--- config.mk ---
export PLATFORM = sky130hd
export DESIGN_NAME = dfm_fault_monitor
export DESIGN_NICKNAME = d
export VERILOG_FILES = /design/src/pkg/dfm_pkg.sv /design/src/rtl/dfm_fault_monitor.sv /design/src/rtl/dfm_retry_timer.sv
export VERILOG_INCLUDE_DIRS = /design/src /design/src/pkg
export SDC_FILE = /design/constraint.sdc
export NUM_CORES = 1
export LEC_CHECK = 0
export BUFFER_PORTS_ARGS = -buffer_cell sky130_fd_sc_hd__buf_2
export CORE_ASPECT_RATIO = 1.4
export CORE_MARGIN = 1
export CORE_UTILIZATION = 42
export CTS_CLUSTER_SIZE = 30
export DETAILED_ROUTE_END_ITERATION = 8
export PLACE_DENSITY_LB_ADDON = 0.1
export SETUP_SLACK_MARGIN = 0.3
export SYNTH_ARGS = -nofsm -noshare
export SYNTH_HDL_FRONTEND = slang
export SYNTH_SLANG_ARGS = --single-unit
--- constraint.sdc ---
create_clock -name clk -period 7.33 [get_ports clk]
set_clock_uncertainty 0.1 [all_clocks]
set_input_delay 1.8325 -clock clk [delete_from_list [all_inputs] [get_ports clk]]
set_output_delay 1.8325 -clock clk [all_outputs]
set_load 0.03 [all_outputs]
--- src/pkg/dfm_map.svh ---
// Functional notes
// - Dialog fault flashes error lamp on outputs and fast inputs, sets bit
// - Internal fault: error lamp steady, run off
// - Low supply lights field lamp, reports
// - One monitor, or one per 16 channels
// - Supply fault puts affected channels faulty
// - Relay or triac outputs never report supply
// - Missing terminal block flashes field lamp
// - Connector modules skip presence detection
// - Short trips output, flashes channel lamp
// - Readable short bits and group trip bits
// - Trip sets channel flag and status code
// - Low sensor supply flags affected channel words
// - Low actuator supply forces outputs zero
// - Blown fuse lights lamp, flags channels
// - Automatic retry every ten seconds
// - Commanded retry spaced ten seconds apart
// - Retry acts per eight-channel group only
`ifndef DFM_MAP_SVH
`define DFM_MAP_SVH

`define DFM_CLK_HZ 20000000
`define DFM_RETRY_S 10
`define DFM_FLASH_HALF_MS 250
`define DFM_GRP_SIZE 8
`define DFM_SUP_SPAN 16

`define DFM_OFS_CTRL 8'h00
`define DFM_OFS_REACT 8'h04
`define DFM_OFS_MODSTAT 8'h08
`define DFM_OFS_CHFLT_LO 8'h0C
`define DFM_OFS_CHFLT_HI 8'h10
`define DFM_OFS_SHORT_LO 8'h14
`define DFM_OFS_SHORT_HI 8'h18
`define DFM_OFS_TRIP 8'h1C
`define DFM_OFS_CHSEL 8'h20
`define DFM_OFS_CHSTAT 8'h24
`define DFM_OFS_INTSTAT 8'h28
`define DFM_OFS_INTMASK 8'h2C
`define DFM_OFS_SUPPLY 8'h30

`define DFM_CTRL_AUTO_BIT 0
`define DFM_CTRL_RESET 1'h0
`define DFM_INTMASK_RESET 6'h00

`endif

--- src/pkg/dfm_pkg.sv ---
package dfm_pkg;

    // Gray-ordered lamp drive modes
    typedef enum logic [1:0] {
        DFM_LAMP_OFF = 2'h0,
        DFM_LAMP_ON = 2'h1,
        DFM_LAMP_FLASH = 2'h3
    } dfm_lamp_t;

    typedef struct packed {
        logic fuse;
        logic trip;
        logic term_block;
        logic ext_volt;
        logic dialog;
        logic internal;
    } dfm_modstat_t;

    typedef struct packed {
        logic fuse;
        logic ext_volt;
        logic trip;
    } dfm_chstat_t;

    typedef struct packed {
        logic [7:0] addr;
        logic [31:0] wdata;
        logic wr;
        logic rd;
    } dfm_bus_req_t;

endpackage

--- src/rtl/dfm_fault_monitor.sv ---
`timescale 1ns/1ns
`include "dfm_map.svh"

module dfm_fault_monitor #(
    parameter int CH = 32,
    parameter bit CONNECTOR = 1'b1,
    parameter bit IS_OUTPUT = 1'b1,
    parameter bit TRANSISTOR = 1'b1,
    parameter bit FUSED = 1'b0,
    parameter bit FAST_IN = 1'b0,
    parameter int RETRY_CYCLES = `DFM_RETRY_S * `DFM_CLK_HZ,
    // Divide first: the plain product overflows a 32-bit int
    parameter int FLASH_CYCLES = (`DFM_CLK_HZ / 1000) * `DFM_FLASH_HALF_MS,
    parameter int NSUP = CONNECTOR ? (CH / `DFM_SUP_SPAN) : 1
) (
    input wire logic clk,
    input wire logic resetn,
    input wire logic [7:0] addr,
    input wire logic [31:0] wdata,
    input wire logic wr_en,
    input wire logic rd_en,
    output logic [31:0] rdata,
    output logic irq,
    input wire logic dialog_fault,
    input wire logic internal_fault,
    input wire logic [NSUP-1:0] supply_low,
    input wire logic tb_missing,
    input wire logic [CH-1:0] short_det,
    input wire logic [CH-1:0] fuse_blown,
    input wire logic [CH-1:0] out_cmd,
    input wire logic [CH-1:0] in_state,
    output logic [CH-1:0] out_drive,
    output logic err_lamp,
    output logic run_lamp,
    output logic io_lamp,
    output logic [CH-1:0] ch_lamp
);

    localparam int NGRP = CH / `DFM_GRP_SIZE;
    localparam int PW = NSUP + 1 + 2 * CH;
    localparam int TCW = 28;
    localparam int FCW = 24;
    localparam logic [TCW-1:0] RETRY_LIM = TCW'(RETRY_CYCLES - 1);
    localparam logic [FCW-1:0] FLASH_LIM = FCW'(FLASH_CYCLES - 1);

    function automatic logic [63:0] pad64(input logic [CH-1:0] v);
        logic [63:0] r;
        r = '0;
        for (int i = 0; i < CH; i++) begin
            r[i] = v[i];
        end
        return r;
    endfunction

    function automatic int sup_of(input int ch);
        return CONNECTOR ? (ch / `DFM_SUP_SPAN) : 0;
    endfunction

    ////////////////////////////////////////////////////////////////////
    // Bus request bundle

    dfm_pkg::dfm_bus_req_t req;
    assign req.addr = addr;
    assign req.wdata = wdata;
    assign req.wr = wr_en;
    assign req.rd = rd_en;

    ////////////////////////////////////////////////////////////////////
    // Pin input filters: three stages, change taken when 2nd and 3rd agree

    logic [PW-1:0] pin_raw;
    logic [PW-1:0] s1_reg;
    logic [PW-1:0] s2_reg;
    logic [PW-1:0] s3_reg;
    logic [PW-1:0] filt_reg;
    logic [PW-1:0] agree;

    assign pin_raw = {supply_low, tb_missing, short_det, fuse_blown};
    assign agree = s2_reg ~^ s3_reg;

    always_ff @(posedge clk or negedge resetn) begin
        if (!resetn) begin
            s1_reg <= '0;
            s2_reg <= '0;
            s3_reg <= '0;
        end else begin
            s1_reg <= pin_raw;
            s2_reg <= s1_reg;
            s3_reg <= s2_reg;
        end
    end

    always_ff @(posedge clk or negedge resetn) begin
        if (!resetn) begin
            filt_reg <= '0;
        end else begin
            filt_reg <= (filt_reg & ~agree) | (s3_reg & agree);
        end
    end

    logic [CH-1:0] fuse_f;
    logic [CH-1:0] short_f;
    logic tb_f;
    logic [NSUP-1:0] sup_f;

    assign fuse_f = filt_reg[CH-1:0];
    assign short_f = filt_reg[2*CH-1:CH];
    assign tb_f = filt_reg[2*CH];
    assign sup_f = filt_reg[PW-1:2*CH+1];

    ////////////////////////////////////////////////////////////////////
    // Level faults: follow the filtered pins, no latching

    logic [NSUP-1:0] volt_flt;
    logic tb_flt;
    logic [CH-1:0] ch_volt;
    logic [CH-1:0] ch_fuse;

    // Relay and triac outputs carry no supply monitor
    assign volt_flt = (IS_OUTPUT && !TRANSISTOR) ? '0 : sup_f;
    // Connector modules rely on the per-connector supply monitor instead
    assign tb_flt = CONNECTOR ? 1'b0 : tb_f;
    assign ch_fuse = FUSED ? fuse_f : '0;

    always_comb begin
        ch_volt = '0;
        for (int i = 0; i < CH; i++) begin
            ch_volt[i] = volt_flt[sup_of(i)];
        end
    end

    ////////////////////////////////////////////////////////////////////
    // Control registers

    logic auto_reg;
    logic [5:0] chsel_reg;
    logic [NGRP-1:0] react_cmd;
    logic wr_ctrl;

    assign wr_ctrl = req.wr && (req.addr == `DFM_OFS_CTRL);
    assign react_cmd = (req.wr && (req.addr == `DFM_OFS_REACT)) ?
        req.wdata[NGRP-1:0] : '0;

    always_ff @(posedge clk or negedge resetn) begin
        if (!resetn) begin
            auto_reg <= `DFM_CTRL_RESET;
        end else if (wr_ctrl) begin
            auto_reg <= req.wdata[`DFM_CTRL_AUTO_BIT];
        end
    end

    always_ff @(posedge clk or negedge resetn) begin
        if (!resetn) begin
            chsel_reg <= 6'h00;
        end else if (req.wr && (req.addr == `DFM_OFS_CHSEL)) begin
            chsel_reg <= req.wdata[5:0];
        end
    end

    ////////////////////////////////////////////////////////////////////
    // Output tripping and group reactivation

    logic [CH-1:0] trip_reg;
    logic [CH-1:0] trip_set;
    logic [CH-1:0] trip_clr;
    logic [CH-1:0] out_drive_reg;
    logic [NGRP-1:0] grp_trip;
    logic [NGRP-1:0] grp_prev_reg;
    logic [NGRP-1:0] grp_ready;
    logic [NGRP-1:0] grp_fire;
    logic [NGRP-1:0] grp_restart;

    // Only a driven transistor output can trip
    assign trip_set = (IS_OUTPUT && TRANSISTOR) ?
        (short_f & out_drive_reg) : '0;

    always_comb begin
        grp_trip = '0;
        trip_clr = '0;
        for (int g = 0; g < NGRP; g++) begin
            grp_trip[g] = |trip_reg[g*`DFM_GRP_SIZE +: `DFM_GRP_SIZE];
            // Retry clears only the trip flags of its own group
            trip_clr[g*`DFM_GRP_SIZE +: `DFM_GRP_SIZE] =
                {`DFM_GRP_SIZE{grp_fire[g]}};
        end
    end

    // A trip set beats the retry clear; a persisting short retrips once the retried output is driven again
    always_ff @(posedge clk or negedge resetn) begin
        if (!resetn) begin
            trip_reg <= '0;
        end else begin
            trip_reg <= trip_set | (trip_reg & ~trip_clr);
        end
    end

    always_ff @(posedge clk or negedge resetn) begin
        if (!resetn) begin
            grp_prev_reg <= '0;
        end else begin
            grp_prev_reg <= grp_trip;
        end
    end

    always_comb begin
        grp_fire = '0;
        grp_restart = '0;
        for (int g = 0; g < NGRP; g++) begin
            if (auto_reg) begin
                grp_fire[g] = grp_trip[g] && grp_ready[g];
            end else begin
                grp_fire[g] = grp_trip[g] && grp_ready[g] &&
                    react_cmd[g];
            end
            // Automatic mode restarts the timer when the group trip flag rises; an already expired timer fires in the trip cycle
            grp_restart[g] = grp_fire[g] ||
                (auto_reg && grp_trip[g] && !grp_prev_reg[g]);
        end
    end

    for (genvar g = 0; g < NGRP; g++) begin : g_timer
        dfm_retry_timer #(
            .CW(TCW),
            .LIMIT(RETRY_LIM)
        ) u_timer (
            .clk(clk),
            .resetn(resetn),
            .restart(grp_restart[g]),
            .ready(grp_ready[g])
        );
    end

    // Tripped, low-supply and blown-fuse channels drive zero
    always_ff @(posedge clk or negedge resetn) begin
        if (!resetn) begin
            out_drive_reg <= '0;
        end else if (IS_OUTPUT) begin
            out_drive_reg <= out_cmd & ~trip_reg & ~trip_set &
                ~ch_volt & ~ch_fuse;
        end else begin
            out_drive_reg <= '0;
        end
    end

    assign out_drive = out_drive_reg;

    ////////////////////////////////////////////////////////////////////
    // Status words

    dfm_pkg::dfm_modstat_t modstat;
    dfm_pkg::dfm_chstat_t chstat;
    logic [CH-1:0] ch_fault;
    logic [63:0] sel_vec;

    assign modstat.internal = internal_fault;
    assign modstat.dialog = dialog_fault;
    assign modstat.ext_volt = |volt_flt;
    assign modstat.term_block = tb_flt;
    assign modstat.trip = |trip_reg;
    assign modstat.fuse = |ch_fuse;

    // Channel fault flag gathers every per-channel cause
    assign ch_fault = trip_reg | ch_volt | ch_fuse;

    always_comb begin
        sel_vec = '0;
        sel_vec[chsel_reg] = 1'b1;
        chstat.trip = |(pad64(trip_reg) & sel_vec);
        chstat.ext_volt = |(pad64(ch_volt) & sel_vec);
        chstat.fuse = |(pad64(ch_fuse) & sel_vec);
    end

    ////////////////////////////////////////////////////////////////////
    // Interrupt status: sticky on rising fault, write one to clear

    logic [5:0] int_stat_reg;
    logic [5:0] int_mask_reg;
    logic [5:0] mod_prev_reg;
    logic [5:0] int_set;
    logic [5:0] int_clr;

    assign int_set = modstat & ~mod_prev_reg;
    assign int_clr = (req.wr && (req.addr == `DFM_OFS_INTSTAT)) ?
        req.wdata[5:0] : 6'h00;

    always_ff @(posedge clk or negedge resetn) begin
        if (!resetn) begin
            mod_prev_reg <= 6'h00;
        end else begin
            mod_prev_reg <= modstat;
        end
    end

    // Set beats clear so an event in the clearing cycle survives
    always_ff @(posedge clk or negedge resetn) begin
        if (!resetn) begin
            int_stat_reg <= 6'h00;
        end else begin
            int_stat_reg <= int_set | (int_stat_reg & ~int_clr);
        end
    end

    always_ff @(posedge clk or negedge resetn) begin
        if (!resetn) begin
            int_mask_reg <= `DFM_INTMASK_RESET;
        end else if (req.wr && (req.addr == `DFM_OFS_INTMASK)) begin
            int_mask_reg <= req.wdata[5:0];
        end
    end

    assign irq = |(int_stat_reg & int_mask_reg);

    ////////////////////////////////////////////////////////////////////
    // Read port: data valid only in the cycle after the strobe

    logic [31:0] rdata_reg;
    logic [31:0] rd_mux;
    logic [63:0] flt64;
    logic [63:0] sht64;

    assign flt64 = pad64(ch_fault);
    assign sht64 = pad64(trip_reg);

    always_comb begin
        rd_mux = 32'h0000_0000;
        case (req.addr)
            `DFM_OFS_CTRL: rd_mux[0] = auto_reg;
            `DFM_OFS_MODSTAT: rd_mux[5:0] = modstat;
            `DFM_OFS_CHFLT_LO: rd_mux = flt64[31:0];
            `DFM_OFS_CHFLT_HI: rd_mux = flt64[63:32];
            `DFM_OFS_SHORT_LO: rd_mux = sht64[31:0];
            `DFM_OFS_SHORT_HI: rd_mux = sht64[63:32];
            `DFM_OFS_TRIP: rd_mux[NGRP-1:0] = grp_trip;
            `DFM_OFS_CHSEL: rd_mux[5:0] = chsel_reg;
            `DFM_OFS_CHSTAT: rd_mux[2:0] = chstat;
            `DFM_OFS_INTSTAT: rd_mux[5:0] = int_stat_reg;
            `DFM_OFS_INTMASK: rd_mux[5:0] = int_mask_reg;
            `DFM_OFS_SUPPLY: rd_mux[NSUP-1:0] = volt_flt;
            default: rd_mux = 32'h0000_0000;
        endcase
    end

    always_ff @(posedge clk or negedge resetn) begin
        if (!resetn) begin
            rdata_reg <= 32'h0000_0000;
        end else if (req.rd) begin
            rdata_reg <= rd_mux;
        end else begin
            rdata_reg <= 32'h0000_0000;
        end
    end

    assign rdata = rdata_reg;

    ////////////////////////////////////////////////////////////////////
    // Lamps

    logic [FCW-1:0] flash_cnt_reg;
    logic flash_reg;
    dfm_pkg::dfm_lamp_t err_mode;
    dfm_pkg::dfm_lamp_t io_mode;

    always_ff @(posedge clk or negedge resetn) begin
        if (!resetn) begin
            flash_cnt_reg <= '0;
            flash_reg <= 1'b0;
        end else if (flash_cnt_reg == FLASH_LIM) begin
            flash_cnt_reg <= '0;
            flash_reg <= ~flash_reg;
        end else begin
            flash_cnt_reg <= flash_cnt_reg + {{(FCW-1){1'b0}}, 1'b1};
        end
    end

    // Internal fault outranks dialog fault on the shared lamp
    always_comb begin
        if (internal_fault) begin
            err_mode = dfm_pkg::DFM_LAMP_ON;
        end else if (dialog_fault && (IS_OUTPUT || FAST_IN)) begin
            err_mode = dfm_pkg::DFM_LAMP_FLASH;
        end else begin
            err_mode = dfm_pkg::DFM_LAMP_OFF;
        end
    end

    always_comb begin
        if (modstat.ext_volt || modstat.trip || modstat.fuse) begin
            io_mode = dfm_pkg::DFM_LAMP_ON;
        end else if (tb_flt) begin
            io_mode = dfm_pkg::DFM_LAMP_FLASH;
        end else begin
            io_mode = dfm_pkg::DFM_LAMP_OFF;
        end
    end

    function automatic logic lamp_level(input dfm_pkg::dfm_lamp_t m,
                                        input logic fl);
        case (m)
            dfm_pkg::DFM_LAMP_ON: return 1'b1;
            dfm_pkg::DFM_LAMP_FLASH: return fl;
            default: return 1'b0;
        endcase
    endfunction

    always_ff @(posedge clk or negedge resetn) begin
        if (!resetn) begin
            err_lamp <= 1'b0;
            run_lamp <= 1'b0;
            io_lamp <= 1'b0;
        end else begin
            err_lamp <= lamp_level(err_mode, flash_reg);
            run_lamp <= ~internal_fault;
            io_lamp <= lamp_level(io_mode, flash_reg);
        end
    end

    always_ff @(posedge clk or negedge resetn) begin
        if (!resetn) begin
            ch_lamp <= '0;
        end else begin
            for (int i = 0; i < CH; i++) begin
                if (trip_reg[i]) begin
                    ch_lamp[i] <= flash_reg;
                end else if (IS_OUTPUT) begin
                    ch_lamp[i] <= out_drive_reg[i];
                end else begin
                    ch_lamp[i] <= in_state[i];
                end
            end
        end
    end

endmodule

--- src/rtl/dfm_retry_timer.sv ---
`timescale 1ns/1ns
// Spacing timer for one channel group; ready once LIMIT cycles passed
module dfm_retry_timer #(
    parameter int CW = 28,
    parameter logic [CW-1:0] LIMIT = '1
) (
    input wire logic clk,
    input wire logic resetn,
    input wire logic restart,
    output logic ready
);

    logic [CW-1:0] count_reg;

    // Starts expired so the first commanded retry is not held off
    always_ff @(posedge clk or negedge resetn) begin
        if (!resetn) begin
            count_reg <= LIMIT;
        end else if (restart) begin
            count_reg <= '0;
        end else if (count_reg != LIMIT) begin
            count_reg <= count_reg + {{(CW-1){1'b0}}, 1'b1};
        end
    end

    assign ready = (count_reg == LIMIT);

endmodule

==> implementation parameters <==
Parameter                              Value

Critical path
  Maximum net fanout on the critical path ... 28
  Crit path kind ... input port to flip-flop
  Worst Path Arrival ... 4.26 ns
  WP data required ... 7.62 ns
  Critical Path Source Type ... input port
  Element type at the critical path end ... flip-flop

Logic synthesis
  Number of warnings printed during yosys synthesis ... 0
  Post-synth ARST share ... 1.000
  Net Count, Synth ... 1639
  Sequential area share after synthesis ... 0.6099
  Main synth FF type ... sky130_fd_sc_hd__dfrtp_1
  Post-synthesis instance total ... 1457
  Avg Cell Area, Syn ... 12.25 um^2
  Number of synthesized flops with an enable pin ... 0
  Area share of the largest cell type after synthesis ... 0.4921
  Commonest cells post-synth ... 351 x sky130_fd_sc_hd__dfrtp_1, 87 x sky130_fd_sc_hd__nand2_1, 82 x sky130_fd_sc_hd__nor2_1, 80 x sky130_fd_sc_hd__dfstp_2
  Cell variety after synth ... 72
  Cell taking the most area after synthesis ... sky130_fd_sc_hd__dfrtp_1
  Biggest area contributors in the synthesized netlist ... sky130_fd_sc_hd__dfrtp_1 49%, sky130_fd_sc_hd__dfstp_2 12%, sky130_fd_sc_hd__mux2_2 3.2%, sky130_fd_sc_hd__xnor2_1 2.7%, sky130_fd_sc_hd__xor2_1 2.0%
  Post-synthesis sequential element count ... 431
  Total standard cell area after synthesis ... 0.01785 mm^2
  Library cell with the highest instance count after synthesis ... sky130_fd_sc_hd__dfrtp_1

Floorplanning
  Overall die height ... 245.9 um
  Top Ports ... 277
  Initial Utilization ... 0.4251
  Count of standard-cell rows ... 89
  Core area ... 0.04198 mm^2
  Chip width ... 176.2 um
  Die area ... 0.04333 mm^2

Global route
  Gr ovfl total ... 0
  Global-route wire length before repair ... 68280 um
  Overall routing resource usage ... 0.2004
  Number of antenna violations at the first check in global routing ... 6
  Maximum number of pins on one net before global-route repair ... 132
  Number of global-route vias before repair ... 12379

Timing
  Final number of setup-violating endpoints ... 0
  Count of final hold-check violations ... 0
  Headroom to the max-slew limit ... 0.2410
  RSZ-0062 raised after global routing ... false
  Post-layout min period ... 3.975 ns
  Total Neg Setup Slack ... 0 ns
  Worst slew pin tran ... 1.139 ns
  Max Clock Freq ... 0.2516 GHz
  Pins over their slew limit ... 0
  Fraction of the cycle the final worst path needs ... 0.5423
  Fin worst setup slack ... 3.355 ns

Place
  Dpl cells ... 2144
  Buffers added on ports ... 185
  Routability Congestion ... 0.8151
  Final HPWL from detailed placement ... 28880 um
  Pre-CTS setup slack ... 2.747 ns

Routing
  Count of antenna-violating nets left after detailed routing ... 0
  Number of DRC markers after the initial detailed-route iteration ... 767
  Total via count after detailed routing ... 12120
  Routed via count divided by cell count ... 5.437
  Initial DRT Pass Iterations ... 5
  Final routed wire length divided by cell count ... 18.89 um
  Final wirelength ... 42110 um
  Post-detailed-route DRC marker count ... 0

Job
  Number of maximum-capacitance violations ... 0

Power
  Lkg Pwr ... 9.224 nW
  Sequential share of power ... 0.506
  Sw power ... 1.468 mW
  Worst vdd ir ... 0.1974 mV
  Internal power component ... 4.298 mW
  Power density over the cells ... 276.3 mW/mm^2
  Share of total power in combinational logic ... 0.084
  Switching part of the total power ... 0.2546
  Relative contribution of the clock network to total power ... 0.410

Clock network
  Number of H-tree levels ... 2
  Worst-case clock buffer depth ... 3
  TritonCTS Buffers ... 44
  Hold-fix buffers, CTS ... 0
  TritonCTS clock tree ... done
  Worst-Skew Late Latency ... 0.56 ns
  Number of clock sinks ... 431
  Clock Tree Root ... sky130_fd_sc_hd__clkbuf_16
  Quantity of gates resized following cts ... 0
  Post-CTS Repair Setup Buffers ... 0
  Clock transition at the registers of the reported paths ... 0.06 ns

Cells and area
  Flip-flop count of the largest register after layout ... 112
  Number of nets in the final layout ... 1826
  Final standard cell count with taps included and fillers excluded ... 2229
  Ratio of cells with drive above 1 in the final layout ... 0.2610
  Layout overhead on the synthesized area ... 16.94%

Hold path
  Class of the most critical hold timing path ... flip-flop to flip-flop

Run status
  Status ... completed
## placed cells by master (no fill, tap or decap), types with 7 or more instances in the layout
| cell type | synthesis | routed |
|---|---|---|
| sky130_fd_sc_hd__nand2_1 | 87 | 87 |
| sky130_fd_sc_hd__mux2_2 | 50 | 50 |
| sky130_fd_sc_hd__maj3_1 | 34 | 34 |
| sky130_fd_sc_hd__xor2_1 | 41 | 41 |
| sky130_fd_sc_hd__a31oi_1 | 11 | 11 |
| sky130_fd_sc_hd__a21oi_1 | 51 | 51 |
| sky130_fd_sc_hd__a22oi_1 | 14 | 14 |
| sky130_fd_sc_hd__a2111oi_0 | 33 | 33 |
| sky130_fd_sc_hd__and2_1 | 14 | 14 |
| sky130_fd_sc_hd__buf_2 | 11 | 184 |
| sky130_fd_sc_hd__clkbuf_16 | 0 | 44 |
| sky130_fd_sc_hd__or4_1 | 14 | 14 |
| sky130_fd_sc_hd__o21ai_0 | 21 | 21 |
| sky130_fd_sc_hd__o31ai_1 | 13 | 13 |
| sky130_fd_sc_hd__nor4_1 | 33 | 33 |
| sky130_fd_sc_hd__nand4_1 | 44 | 44 |
| sky130_fd_sc_hd__o21a_1 | 27 | 27 |
| sky130_fd_sc_hd__nand3_1 | 51 | 51 |
| sky130_fd_sc_hd__clkbuf_8 | 0 | 11 |
| sky130_fd_sc_hd__a22o_1 | 35 | 35 |
| sky130_fd_sc_hd__buf_4 | 5 | 9 |
| sky130_fd_sc_hd__or3_1 | 13 | 13 |
| sky130_fd_sc_hd__a211oi_1 | 7 | 7 |
| sky130_fd_sc_hd__dfrtp_1 | 351 | 351 |
| sky130_fd_sc_hd__and3_1 | 25 | 25 |
| sky130_fd_sc_hd__nor3_1 | 21 | 21 |
| sky130_fd_sc_hd__a221oi_1 | 7 | 7 |
| sky130_fd_sc_hd__nor2_1 | 82 | 82 |
| sky130_fd_sc_hd__inv_1 | 55 | 55 |
| sky130_fd_sc_hd__mux2i_1 | 8 | 8 |
| sky130_fd_sc_hd__dfstp_2 | 80 | 80 |
| sky130_fd_sc_hd__clkbuf_1 | 35 | 12 |
| sky130_fd_sc_hd__nor2_2 | 19 | 19 |
| sky130_fd_sc_hd__and4_1 | 20 | 20 |
| sky130_fd_sc_hd__xnor2_1 | 55 | 55 |
## path summary, 6_finish.rpt
| check | slack [ns] | to | cells after the start | start |
|---|---|---|---|---|
| worst max-delay path | 3.36 | g_timer[2].u_timer.count_reg[11]$_DFFE_PN0P_ | 6 | addr[1] |
| worst min-delay path | 0.24 | s2_reg[38]$_DFF_PN0_ | 0 | s1_reg[38]$_DFF_PN0_ |
| worst max register to register | 4.29 | g_timer[2].u_timer.count_reg[11]$_DFFE_PN0P_ | 6 | g_timer[2].u_timer.count_reg[21]$_DFFE_PN1P_ |
| worst min register to register | 0.24 | s2_reg[38]$_DFF_PN0_ | 0 | s1_reg[38]$_DFF_PN0_ |
| max in group asynchronous | 4.46 | s2_reg[43]$_DFF_PN0_ | 2 | resetn |
| min in group asynchronous | 1.16 | s3_reg[52]$_DFF_PN0_ | 1 | resetn |
## power by group through the flow
stage,sequential [mW],combinational (mW),clock (mW)
floorplan,2.89,0.290,0
global placement,2.95,0.483,0
detailed placement,2.95,0.491,0
CTS,2.92,0.493,2.44
global route,2.96,0.543,2.55
finish,2.92,0.485,2.36
## area by class of cell
class                   count  area [um^2]
fillers                  3780        21110
flip-flops and latches    431        10890
multi-input cells         916         6491
clock buffers              67         1297
repair buffers            196         1044
well taps                 546        683.2
clock inverters            13        250.2
inverters                  55        206.4
diodes                      5        12.51
## cell families after synthesis
family,synth area share
simple gates,0.1502
flops,0.6099
compound gates,0.1024
buf+inv,0.02664
xor+xnor,0.04711
mux,0.04108
fa+ha+maj,0.02257
## through the flow
step / cell area, um^2 / util / hold slack [ns] / power [mW]
floorplan: 17850 / - / 0.2312 / 3.182
global placement: 19310 / 0.4600 / 0.2313 / 3.431
detailed placement: 19310 / 0.4600 / 0.2355 / 3.446
CTS: 20860 / 0.4968 / 0.2486 / 5.852
global route: 20870 / 0.4971 / 0.2515 / 6.044
finish: 20870 / 0.4971 / 0.2448 / 5.766
## critical path, stage by stage
cell	delay (ns)
sky130_fd_sc_hd__buf_2	0.15
sky130_fd_sc_hd__nor4_4	0.45
sky130_fd_sc_hd__and4_1	0.54
sky130_fd_sc_hd__and2_1	0.21
sky130_fd_sc_hd__a22o_1	0.85
sky130_fd_sc_hd__a22oi_1	0.22
## metal layers
layer | track usage | vias to the layer above | wire length [um]
li1 | - | 5686 | -
met1 | 0.2621 | 6094 | 18410
met2 | 0.3283 | 261 | 20550
met3 | 0.03510 | 77 | 1827
met4 | 0.08056 | 2 | 1306
met5 | 0 | - | 13
(Power assumes the default switching activity.)
